$ cat config.mk
export PLATFORM = sky130hd
export DESIGN_NAME = sfrpp_top
export DESIGN_NICKNAME = d
export VERILOG_FILES = /design/src/sfrpp_pkg.sv /design/src/sfrpp_page_unit.sv /design/src/sfrpp_protect_unit.sv /design/src/sfrpp_top.sv
export SDC_FILE = /design/constraint.sdc
export NUM_CORES = 1
export LEC_CHECK = 0
export ABC_AREA = 1
export BUFFER_PORTS_ARGS = -buffer_cell sky130_fd_sc_hd__buf_2
export CELL_PAD_IN_SITES_DETAIL_PLACEMENT = 1
export CELL_PAD_IN_SITES_GLOBAL_PLACEMENT = 1
export CORE_AREA = 2 2 108 84
export CTS_CLUSTER_DIAMETER = 100
export DETAILED_ROUTE_END_ITERATION = 12
export DIE_AREA = 0 0 110 86
export PLACE_DENSITY = 0.82
export SYNTH_ARGS = -nofsm -noshare
export SYNTH_HDL_FRONTEND = slang
export SYNTH_SLANG_ARGS = --single-unit
$ cat constraint.sdc
create_clock -name core_clk_i -period 3.15 [get_ports core_clk_i]
set_input_delay 0.63 -clock core_clk_i [delete_from_list [all_inputs] [get_ports core_clk_i]]
set_output_delay 0.63 -clock core_clk_i [all_outputs]
set_load 0.01 [all_outputs]
$ cat src/sfrpp_pkg.sv
package sfrpp_pkg;

   // ***************************************************************
   // register offsets
   // ***************************************************************
   localparam logic [7:0] ADDR_SYSCTL = 8'h8f;
   localparam logic [7:0] ADDR_PROTECTION_PASSWORD_REGISTER = 8'hb3;
   localparam logic [7:0] ADDR_CLKDIV = 8'hb6;
   localparam logic [7:0] ADDR_PWRCTL = 8'hb7;
   localparam logic [7:0] ADDR_PGSEL = 8'hb2;
   localparam logic [7:0] ADDR_WDTCON = 8'hbb;
   localparam logic [7:0] ADDR_WDTREL = 8'hbc;
   localparam logic [7:0] ADDR_WDTWIN = 8'hbd;
   localparam logic [7:0] ADDR_WDTL = 8'hbe;
   localparam logic [7:0] ADDR_WDTH = 8'hbf;

   // ***************************************************************
   // field positions
   // ***************************************************************
   localparam int SYS_MAP_BIT = 0;
   localparam int SYS_ONE_BIT = 2;
   localparam int SYS_IMODE_BIT = 4;
   localparam int PG_PAGE_LSB = 0;
   localparam int PG_STORAGE_SLOT_NUMBER_LSB = 4;
   localparam int PG_OP_LSB = 6;
   localparam int PW_MODE_LSB = 0;
   localparam int PW_OPEN_BIT = 2;
   localparam int PW_PASS_LSB = 3;
   localparam int CLK_N_LSB = 0;
   localparam int CLK_K_LSB = 5;
   localparam int PWR_PD_BIT = 0;
   localparam int PWR_SD_BIT = 1;
   localparam int PWR_USER_BIT = 7;
   localparam int WDT_IN_BIT = 0;
   localparam int WDT_RS_BIT = 1;
   localparam int WDT_EN_BIT = 2;
   localparam int WDT_PR_BIT = 4;
   localparam int WDT_WINB_BIT = 5;

   // ***************************************************************
   // codes and reset values
   // ***************************************************************
   localparam logic [1:0] OP_NEW_SAVE = 2'h2;
   localparam logic [1:0] OP_RESTORE = 2'h3;
   localparam logic [1:0] MODE_PROTECT = 2'h3;
   localparam logic [4:0] PASS_OPEN = 5'h13;
   localparam logic [4:0] PASS_CLOSE = 5'h15;
   localparam logic [4:0] PASS_MODE = 5'h18;
   localparam logic [7:0] RST_SYSCTL = 8'h04;
   localparam logic [7:0] RST_PGSEL = 8'h00;
   localparam logic [1:0] RST_MODE = 2'h3;
   localparam logic [4:0] RST_N_DIV = 5'h00;
   localparam logic [2:0] RST_K_DIV = 3'h0;
   localparam logic [7:0] RST_WDT = 8'h00;

   // ***************************************************************
   // timing
   // ***************************************************************
   localparam int PROT_OPEN_CORE_CLOCK_CYCLE = 32;
   localparam int PROT_OPEN_CYCLES = PROT_OPEN_CORE_CLOCK_CYCLE;

   typedef struct packed {
      logic we;
      logic re;
      logic [7:0] addr;
      logic [7:0] wdata;
   } sfrpp_req_t;

endpackage

$ cat src/sfrpp_page_unit.sv
module sfrpp_page_unit #(
   parameter int SLOTS = 4,
   parameter int PAGE_W = 3
) (
   input wire logic core_clk_i,
   input wire logic rst_i,
   input wire logic wr_i,
   input wire logic [7:0] wdata_i,
   output logic [PAGE_W-1:0] page_o
);
   localparam int SW = (SLOTS > 1) ? $clog2(SLOTS) : 1;

   generate
      if (SLOTS < 1 || SLOTS > 4 || PAGE_W < 1 || PAGE_W > 3) begin : g_bad
         $error("page unit parameters out of range");
      end
   endgenerate

   logic [PAGE_W-1:0] page_q;
   logic [PAGE_W-1:0] slot_q [SLOTS];

   wire [1:0] op = wdata_i[sfrpp_pkg::PG_OP_LSB +: 2];
   wire [SW-1:0] slot_sel = wdata_i[sfrpp_pkg::PG_STORAGE_SLOT_NUMBER_LSB +: SW];
   wire [PAGE_W-1:0] wr_page = wdata_i[sfrpp_pkg::PG_PAGE_LSB +: PAGE_W];
   wire do_save = wr_i && (op == sfrpp_pkg::OP_NEW_SAVE);
   wire do_rest = wr_i && (op == sfrpp_pkg::OP_RESTORE);
   // restore ignores the written page bits
   wire [PAGE_W-1:0] page_d = do_rest ? slot_q[slot_sel] : wr_page;

   always_ff @(posedge core_clk_i) begin
      if (rst_i) begin
         page_q <= sfrpp_pkg::RST_PGSEL[PAGE_W-1:0];
         for (int i = 0; i < SLOTS; i++) begin
            slot_q[i] <= '0;
         end
      end else if (wr_i) begin
         page_q <= page_d;
         if (do_save) begin
            slot_q[slot_sel] <= page_q;
         end
      end
   end

   assign page_o = page_q;
endmodule

$ cat src/sfrpp_protect_unit.sv
module sfrpp_protect_unit #(
   parameter int OPEN_CYCLES = sfrpp_pkg::PROT_OPEN_CYCLES
) (
   input wire logic core_clk_i,
   input wire logic rst_i,
   input wire logic pw_we_i,
   input wire logic [7:0] pw_data_i,
   output logic [1:0] mode_o,
   output logic window_o,
   output logic wr_allow_o
);
   localparam int CW = $clog2(OPEN_CYCLES + 1);
   localparam logic [CW-1:0] LAST = CW'(OPEN_CYCLES - 1);

   generate
      if (OPEN_CYCLES < 1) begin : g_bad
         $error("open window must be at least one cycle");
      end
   endgenerate

   logic [1:0] mode_q;
   logic win_q;
   logic [CW-1:0] cnt_q;

   wire [4:0] pass = pw_data_i[sfrpp_pkg::PW_PASS_LSB +: 5];
   wire prot_on = (mode_q == sfrpp_pkg::MODE_PROTECT);
   wire open_hit = pw_we_i && prot_on && (pass == sfrpp_pkg::PASS_OPEN);
   wire close_hit = pw_we_i && prot_on && (pass == sfrpp_pkg::PASS_CLOSE);
   wire mode_hit = pw_we_i && (pass == sfrpp_pkg::PASS_MODE);
   wire expire = win_q && (cnt_q == '0);

   always_ff @(posedge core_clk_i) begin
      if (rst_i) begin
         mode_q <= sfrpp_pkg::RST_MODE;
         win_q <= 1'b0;
         cnt_q <= '0;
      end else begin
         if (mode_hit) begin
            mode_q <= pw_data_i[sfrpp_pkg::PW_MODE_LSB +: 2];
         end
         if (open_hit) begin
            win_q <= 1'b1;
            cnt_q <= LAST;
         end else if (close_hit || expire || mode_hit) begin
            win_q <= 1'b0;
            cnt_q <= '0;
         end else if (win_q) begin
            cnt_q <= cnt_q - CW'(1);
         end
      end
   end

   assign mode_o = mode_q;
   assign window_o = win_q;
   assign wr_allow_o = !prot_on || win_q;
endmodule

$ cat src/sfrpp_top.sv
// Operation
// map bit clear selects the standard area, set selects the mapped area
// reserved bit 2 of system control always reads one
// software changes map bit only by read-modify-write and/or
// 256 directly addressed locations, two overlapping areas chosen by map bit
// software programs the page field before touching paged registers
// operation 0x writes the page field directly, slot number ignored
// operation 10 loads new page and saves the old one to a slot
// operation 11 ignores written page and restores it from a slot
// page register bit 3 reads zero; operation and slot write-only
// protected bits are written only while access is open; the code also writes them whenever the mode is not 11
// in mode 11, pass code 10011 opens protected access
// in mode 11, pass code 10101 closes protected access
// open and close password writes leave the mode field unchanged
// mode field changes only when pass code is 11000
// opened access closes by itself after at most 32 cycles
// writing open code again restarts the 32-cycle count
// protected: n and k dividers, watchdog enable, power-down, slow-down
// watchdog registers only reachable in the mapped area
// port page register only reachable in the standard area
// blocked writes keep protected bits; unprotected bits still update
//
// Added by the designer: strobed register access.
module sfrpp_top #(
   parameter int OPEN_CYCLES = sfrpp_pkg::PROT_OPEN_CYCLES,
   parameter int PAGE_SLOTS = 4,
   parameter int PAGE_W = 3
) (
   input wire logic core_clk_i,
   input wire logic rst_i,
   input wire logic [7:0] addr_i,
   input wire logic [7:0] wdata_i,
   input wire logic we_i,
   input wire logic re_i,
   output logic [7:0] rdata_o,
   input wire logic [15:0] wdt_count_i,
   input wire logic wdt_prewarn_i,
   output logic area_map_select_o,
   output logic [PAGE_W-1:0] port_page_o,
   output logic [4:0] pll_n_divider_o,
   output logic [2:0] pll_k_divider_o,
   output logic watchdog_enable_bit_o,
   output logic power_down_enable_o,
   output logic slow_down_enable_o,
   output logic wdt_in_select_o,
   output logic wdt_window_enable_o,
   output logic wdt_refresh_o,
   output logic [7:0] wdt_reload_o,
   output logic [7:0] wdt_window_o,
   output logic protect_open_o
);

   // ***************************************************************
   // request bundle
   // ***************************************************************
   sfrpp_pkg::sfrpp_req_t req;

   assign req.we = we_i;
   assign req.re = re_i;
   assign req.addr = addr_i;
   assign req.wdata = wdata_i;

   // ***************************************************************
   // state
   // ***************************************************************
   logic map_q;
   logic imode_q;
   logic [4:0] n_div_q;
   logic [2:0] k_div_q;
   logic pd_q;
   logic sd_q;
   logic pwr_user_q;
   logic wdt_in_q;
   logic wdt_en_q;
   logic wdt_winb_q;
   logic wdt_rs_q;
   logic [7:0] wdt_rel_q;
   logic [7:0] wdt_win_q;
   logic [7:0] rdata_q;

   // ***************************************************************
   // address decode
   // ***************************************************************
   function automatic logic hit(input logic [7:0] a, input logic [7:0] off);
      hit = (a == off);
   endfunction

   // both areas cover the same 256 offsets; the map bit picks one
   wire std_area = !map_q;
   wire map_area = map_q;

   // common registers answer in either area
   wire sel_sys = hit(req.addr, sfrpp_pkg::ADDR_SYSCTL);
   wire sel_pw = hit(req.addr, sfrpp_pkg::ADDR_PROTECTION_PASSWORD_REGISTER);
   wire sel_clk = hit(req.addr, sfrpp_pkg::ADDR_CLKDIV);
   wire sel_pwr = hit(req.addr, sfrpp_pkg::ADDR_PWRCTL);

   wire sel_pg = std_area && hit(req.addr, sfrpp_pkg::ADDR_PGSEL);

   wire sel_wcon = map_area && hit(req.addr, sfrpp_pkg::ADDR_WDTCON);
   wire sel_wrel = map_area && hit(req.addr, sfrpp_pkg::ADDR_WDTREL);
   wire sel_wwin = map_area && hit(req.addr, sfrpp_pkg::ADDR_WDTWIN);
   wire sel_wl = map_area && hit(req.addr, sfrpp_pkg::ADDR_WDTL);
   wire sel_wh = map_area && hit(req.addr, sfrpp_pkg::ADDR_WDTH);

   wire wr_sys = req.we && sel_sys;
   wire wr_pw = req.we && sel_pw;
   wire wr_clk = req.we && sel_clk;
   wire wr_pwr = req.we && sel_pwr;
   wire wr_pg = req.we && sel_pg;
   wire wr_wcon = req.we && sel_wcon;
   wire wr_wrel = req.we && sel_wrel;
   wire wr_wwin = req.we && sel_wwin;

   // ***************************************************************
   // page register
   // ***************************************************************
   logic [PAGE_W-1:0] page;

   sfrpp_page_unit #(
      .SLOTS(PAGE_SLOTS),
      .PAGE_W(PAGE_W)
   ) u_page (
      .core_clk_i(core_clk_i),
      .rst_i(rst_i),
      .wr_i(wr_pg),
      .wdata_i(req.wdata),
      .page_o(page)
   );

   // ***************************************************************
   // protection
   // ***************************************************************
   logic [1:0] prot_mode;
   logic prot_window;
   logic prot_allow;

   sfrpp_protect_unit #(
      .OPEN_CYCLES(OPEN_CYCLES)
   ) u_prot (
      .core_clk_i(core_clk_i),
      .rst_i(rst_i),
      .pw_we_i(wr_pw),
      .pw_data_i(req.wdata),
      .mode_o(prot_mode),
      .window_o(prot_window),
      .wr_allow_o(prot_allow)
   );

   // a blocked write leaves only the guarded fields alone
   wire wr_clk_ok = wr_clk && prot_allow;
   wire wr_pwr_ok = wr_pwr && prot_allow;
   wire wr_wen_ok = wr_wcon && prot_allow;

   // ***************************************************************
   // system control, clock and power
   // ***************************************************************
   always_ff @(posedge core_clk_i) begin
      if (rst_i) begin
         map_q <= sfrpp_pkg::RST_SYSCTL[sfrpp_pkg::SYS_MAP_BIT];
         imode_q <= sfrpp_pkg::RST_SYSCTL[sfrpp_pkg::SYS_IMODE_BIT];
      end else if (wr_sys) begin
         map_q <= req.wdata[sfrpp_pkg::SYS_MAP_BIT];
         imode_q <= req.wdata[sfrpp_pkg::SYS_IMODE_BIT];
      end
   end

   always_ff @(posedge core_clk_i) begin
      if (rst_i) begin
         n_div_q <= sfrpp_pkg::RST_N_DIV;
         k_div_q <= sfrpp_pkg::RST_K_DIV;
      end else if (wr_clk_ok) begin
         n_div_q <= req.wdata[sfrpp_pkg::CLK_N_LSB +: 5];
         k_div_q <= req.wdata[sfrpp_pkg::CLK_K_LSB +: 3];
      end
   end

   always_ff @(posedge core_clk_i) begin
      if (rst_i) begin
         pd_q <= 1'b0;
         sd_q <= 1'b0;
      end else if (wr_pwr_ok) begin
         pd_q <= req.wdata[sfrpp_pkg::PWR_PD_BIT];
         sd_q <= req.wdata[sfrpp_pkg::PWR_SD_BIT];
      end
   end

   always_ff @(posedge core_clk_i) begin
      if (rst_i) begin
         pwr_user_q <= 1'b0;
      end else if (wr_pwr) begin
         pwr_user_q <= req.wdata[sfrpp_pkg::PWR_USER_BIT];
      end
   end

   // ***************************************************************
   // watchdog registers
   // ***************************************************************
   always_ff @(posedge core_clk_i) begin
      if (rst_i) begin
         wdt_in_q <= 1'b0;
         wdt_winb_q <= 1'b0;
         wdt_rs_q <= 1'b0;
      end else begin
         // refresh request lasts one cycle
         wdt_rs_q <= wr_wcon && req.wdata[sfrpp_pkg::WDT_RS_BIT];
         if (wr_wcon) begin
            wdt_in_q <= req.wdata[sfrpp_pkg::WDT_IN_BIT];
            wdt_winb_q <= req.wdata[sfrpp_pkg::WDT_WINB_BIT];
         end
      end
   end

   always_ff @(posedge core_clk_i) begin
      if (rst_i) begin
         wdt_en_q <= 1'b0;
      end else if (wr_wen_ok) begin
         wdt_en_q <= req.wdata[sfrpp_pkg::WDT_EN_BIT];
      end
   end

   always_ff @(posedge core_clk_i) begin
      if (rst_i) begin
         wdt_rel_q <= sfrpp_pkg::RST_WDT;
         wdt_win_q <= sfrpp_pkg::RST_WDT;
      end else begin
         if (wr_wrel) begin
            wdt_rel_q <= req.wdata;
         end
         if (wr_wwin) begin
            wdt_win_q <= req.wdata;
         end
      end
   end

   // ***************************************************************
   // read views
   // ***************************************************************
   wire [7:0] rv_sys = {3'h0, imode_q, 1'b0, 1'b1, 1'b0, map_q};
   wire [7:0] rv_pg = {4'h0, 1'b0, 3'(page)};
   wire [7:0] rv_pw = {5'h00, prot_window, prot_mode};
   wire [7:0] rv_clk = {k_div_q, n_div_q};
   wire [7:0] rv_pwr = {pwr_user_q, 5'h00, sd_q, pd_q};
   wire [7:0] rv_wcon = {2'h0, wdt_winb_q, wdt_prewarn_i, 1'b0,
                         wdt_en_q, wdt_rs_q, wdt_in_q};

   wire [7:0] rd_mux =
      sel_sys  ? rv_sys :
      sel_pg   ? rv_pg :
      sel_pw   ? rv_pw :
      sel_clk  ? rv_clk :
      sel_pwr  ? rv_pwr :
      sel_wcon ? rv_wcon :
      sel_wrel ? wdt_rel_q :
      sel_wwin ? wdt_win_q :
      sel_wl   ? wdt_count_i[7:0] :
      sel_wh   ? wdt_count_i[15:8] :
      8'h00;

   // data stand only in the cycle after the read strobe
   always_ff @(posedge core_clk_i) begin
      if (rst_i) begin
         rdata_q <= 8'h00;
      end else begin
         rdata_q <= req.re ? rd_mux : 8'h00;
      end
   end

   // ***************************************************************
   // outputs
   // ***************************************************************
   assign rdata_o = rdata_q;
   assign area_map_select_o = map_q;
   assign port_page_o = page;
   assign pll_n_divider_o = n_div_q;
   assign pll_k_divider_o = k_div_q;
   assign watchdog_enable_bit_o = wdt_en_q;
   assign power_down_enable_o = pd_q;
   assign slow_down_enable_o = sd_q;
   assign wdt_in_select_o = wdt_in_q;
   assign wdt_window_enable_o = wdt_winb_q;
   assign wdt_refresh_o = wdt_rs_q;
   assign wdt_reload_o = wdt_rel_q;
   assign wdt_window_o = wdt_win_q;
   assign protect_open_o = prot_window;

endmodule

Yosys cells after proc, flatten, opt, wreduce, memory -nomap -nowiden

Memory sizes are Yosys's and may differ from the RTL's.
Cells that the tools add are included.

Memories kept: 1
RAM bits: 12
Flip-flop bits (word level): 53

Memory list:

| memory        | depth | bits a word | read ports | clocked after Yosys merged registers in | write ports | RTL line              | RTL |
|---|---|---|---|---|---|---|---|
| u_page.slot_q | 4     | 3           | 1          | 0                                       | 4           | sfrpp_page_unit.sv:20 | `logic [PAGE_W-1:0] slot_q [SLOTS];` |

Add/subtract/negate cells: 1
Reduce and logical (&&, ||, !) cells: 38
Equal/unequal tests: 16
Bitwise operators: 1
Mux-type cells: 25

Operator list:

| kind                | number |
|---|---|
| $eq 8x8->1 const B  | 10 |
| $mux 8              | 7 |
| $mux 5              | 6 |
| $logic_and 1x1->1   | 25 |
| $eq 5x5->1 const B  | 3 |
| $mux 1              | 9 |
| $reduce_or 3->1     | 3 |
| $eq 2x2->1 const B  | 3 |
| $logic_not 6->1     | 1 |
| $mux 3              | 2 |
| $sub 6x1->6 const B | 1 |
| $reduce_or 5->1     | 1 |
| $logic_or 1x1->1    | 3 |
| $reduce_bool 3->1   | 1 |
| $logic_not 1->1     | 2 |
| $mux 2              | 1 |
| $reduce_bool 2->1   | 1 |
| $reduce_or 2->1     | 1 |
| $not 1->1           | 1 |

Longest topological paths before layout

Depth after elaboration: 12
Mapped depth: 12
Gate-level depth less buffers: 12

Hierarchy

From an unflattened synthesis, not the netlist that was laid out.

Cells, all modules: 483
Area, all modules: 3590.9 µm²

By module, submodules not included:

| module             | area an instance (µm²) | cells each | times used | seq. area each (µm²) |
|---|---|---|---|---|
| sfrpp_top          | 2213.4                 | 300        | 1          | 820.8 |
| sfrpp_page_unit    | 777.0                  | 95         | 1          | 420.4 |
| sfrpp_protect_unit | 600.6                  | 88         | 1          | 180.2 |

Worst setup path before layout

OpenSTA, ideal clock, no wires.

Path kind: input port to flip-flop
Start: input addr_i[6]
End: memory u_page.slot_q[3][0] (enable)
Buffers on the path: 0
Setup slack: 1.135 ns
Setup time: 0.355 ns
Cell stages on the path: 7
Required time: 2.795 ns
Data arrival time: 1.659 ns
Path through: inv_1 nand4_1 nor3_4 nand2_4 nor2_4 inv_2 o31ai_1

RTL lines:

| item        | RTL line              | RTL |
|---|---|---|
| from (decl) | sfrpp_top.sv:31       | `input wire logic [7:0] addr_i,` |
| to (decl)   | sfrpp_page_unit.sv:20 |  |

==> flow_metrics.env <==
export IMPL_status="finished clean"
export IMPL_whs_ns=0.471
export IMPL_comb_power_share_pct=6.8
export IMPL_wl_per_cell_um=16.9
export IMPL_critPathKind="flop to flop"
export IMPL_synthArstFlopShare_pct=0
export IMPL_synth_seq_cells=65
export IMPL_worstSetupEndpointType="flop"
export IMPL_startpoint_type="flop"
export IMPL_hpwl_um=8520
export IMPL_cts_resized_gates=0
export IMPL_drcViolationCount=0
export IMPL_worstSkewPairLatency_ns=0.36
export IMPL_synthTopCellsByArea="dfxtp_1 32%, edfxtp_1 11%, nand2_1 8.5%, a21oi_1 5.8%, nor2_1 5.8%"
export IMPL_drtPass1Iterations=4
export IMPL_r2r_start="area_map_select_o"
export IMPL_yosysTopAreaCell="dfxtp_1"
export IMPL_cts_buffers=9
export IMPL_drv_slew=0
export IMPL_grt_overflow=0
export IMPL_setup_viol=0
export IMPL_peakVddDrop_uv=234
export IMPL_dr_first_iter_drc_count=133
export IMPL_finalHoldViolCount=0
export IMPL_grt_max_degree=25
export IMPL_antenna_found_initial=0
export IMPL_grt_use_total_pct=23.8
export IMPL_fin_crit_ns=2.16
export IMPL_n_antenna_cell=0
export IMPL_synthToLayoutAreaGrowth_pct=18.2
export IMPL_grt_pass1_vias=3403
export IMPL_clk_path_buf_depth=2
export IMPL_io_buffer_count=79
export IMPL_via_per_inst=5.27
export IMPL_crit_required_ns=3.14
export IMPL_max_freq_mhz=464
export IMPL_ys_flop_type="dfxtp_1"
export IMPL_ctsHoldBuffers=0
export IMPL_critPathLaunch="area_map_select_o"
export IMPL_synth_cells=445
export IMPL_hp_class="flop to flop"
export IMPL_synth_distinct_cells=38
export IMPL_syn_cell_area_mm2=0.00337
export IMPL_post_cts_buffers=0
export IMPL_yosysWarnings=0
export IMPL_clock_power_share_pct=40.0
export IMPL_die_area_mm2=0.00946
export IMPL_switchingPower_mw=0.416
export IMPL_chipWidth_um=110
export IMPL_leakagePower_nw=1.86
export IMPL_die_h_um=86
export IMPL_ioPinCount=80
export IMPL_floorplan_initialDensity_pct=40.5
export IMPL_tns_ns=0
export IMPL_critPathMaxFanout=8
export IMPL_r2r_slack_ns=0.99
export IMPL_cap_violations=0
export IMPL_totalWireLength_um=10800
export IMPL_gp_congestion=0.872
export IMPL_arrival_ns=2.15
export IMPL_cts_tree="done"
export IMPL_nets=560
export IMPL_syn_nets=483
export IMPL_min_period_over_period_pct=68.4
export IMPL_max_slew_margin_pct=56.4
export IMPL_ys_seq_area_share_pct=42.2
export IMPL_core_area_mm2=0.00831
export IMPL_p_sw_share_pct=26.0
export IMPL_total_power_mw=1.60
export IMPL_layout_common_cells="79 x buf_2, 76 x nand2_1, 53 x dfxtp_1"
export IMPL_layout_commonest_cell="buf_2"
export IMPL_rows=29
export IMPL_crit_end="u_page.slot_q[3][0]"
export IMPL_fin_util_pct=47.9
export IMPL_pwr_share_seq_pct=53.2
export IMPL_synth_edf_count=12
export IMPL_reg2reg_depth=7
export IMPL_finClkSkew_ns=0.00741
export IMPL_vias=3345
export IMPL_rsz0062_at_grt="no"
export IMPL_clkTransAtPathRegs_ns=0.07
export IMPL_r2r_end="u_page.slot_q[3][0]"
export IMPL_netlist_area_leader_share_pct=31.5
export IMPL_avgSynthCellArea_um2=7.57
export IMPL_grt_pass1_wl_um=17000
export IMPL_ant_nets=0
export IMPL_p_per_area_mw_per_mm2=402
export IMPL_clock_sinks=65
export IMPL_root_buffer="clkbuf_8"
export IMPL_drive_above_1_share_pct=25.0
export IMPL_p_int_mw=1.19
export IMPL_ctsHtreeMaxLevel=3
export IMPL_tightest_slew_ns=0.651
layout make-up:
class                   instances  area, µm²
inverters                      58        218
repair buffers                 81        410
fillers                      1078       4330
clock inverters                 5       31.3
clock buffers                  11        141
flip-flops and latches         65       1420
multi-input cells             307       1620
well taps                     108        135
state kept, by name (all words and copies together) (netlist names):
register	count
area_map_select_o	1
imode_q	1
pll_k_divider_o	3
pll_n_divider_o	5
power_down_enable_o	1
pwr_user_q	1
rdata_o	8
slow_down_enable_o	1
u_page.page_o	3
u_page.slot_q	12
u_prot.cnt_q	6
u_prot.mode_o	2
u_prot.window_o	1
watchdog_enable_bit_o	1
wdt_in_select_o	1
wdt_refresh_o	1
wdt_reload_o	8
wdt_window_enable_o	1
wdt_window_o	8
layer usage:
metal | share of wire (%) | up-vias | GRT usage, %
li1 | - | 1644 | -
met1 | 45 | 1588 | 30.1
met2 | 47 | 97 | 40.5
met3 | 6.3 | 16 | 5.32
met4 | 1.4 | 0 | 6.67
met5 | 0 | - | 0
synth_stat cells, types with 2 or more instances:
library cell and number:
buf_6 5, nand4_1 18, o22ai_1 3, inv_1 50, nand2_1 76, nand2_4 4
nand3_2 5, o211ai_1 4, a211oi_2 2, nor3_4 2, o21ai_0 33, edfxtp_1 12
buf_2 5, nor2_1 52, nor3_1 8, o21bai_1 2, o2111ai_1 2, dfxtp_1 53
nand2_2 4, a211oi_1 7, clkbuf_1 4, nor2_2 3, xnor2_1 2, nand3_1 27
inv_2 7, a21oi_1 39, nor2_4 5
per-stage QoR:
stage	instance area, µm²	cells	worst slack, ns
after floorplan	3370	445	1.14
after global placement	3810	619	0.864
after detailed placement	3810	619	0.690
after CTS	3980	635	0.980
after global routing	3980	635	0.822
final	3980	635	0.994
critical path, stage by stage, from the launching register on:
cell and delay [ns]:
dfxtp_1 0.41, inv_2 0.19, nand3_1 0.14, nor3_4 0.30, nand2_4 0.11, nor2_4 0.10, inv_2 0.08, o31ai_1 0.45
how the worst min path moves through the flow:
stage,from,to,depth (start not counted)
after floorplan,imode_q,imode_q,2
after global placement,wdt_reload_o[4],wdt_reload_o[4],2
after detailed placement,wdt_reload_o[4],wdt_reload_o[4],2
after CTS,wdt_reload_o[4],wdt_reload_o[4],2
after global routing,wdt_reload_o[5],wdt_reload_o[5],2
final,wdt_reload_o[4],wdt_reload_o[4],2
power groups by stage:
stage,sequential [mW],clock [mW],combinational [mW]
global placement,0.871,0,0.103
global route,0.853,0.692,0.119
detailed placement,0.872,0,0.106
finish,0.852,0.640,0.108
CTS,0.852,0.657,0.107
floorplan,0.870,0,0.0589
kinds of logic (layout without fill, tap and decap cells):
| family | Yosys count | in the layout | synth area share [%] |
|---|---|---|---|
| simple gates | 208 | 208 | 30.9 |
| compound gates | 96 | 96 | 16.4 |
| buf+inv | 73 | 155 | 9.55 |
| flops | 65 | 65 | 42.2 |
| xor+xnor | 2 | 2 | 0.520 |
| fa+ha+maj | 1 | 1 | 0.372 |
Power figures use the tool's default switching activity.
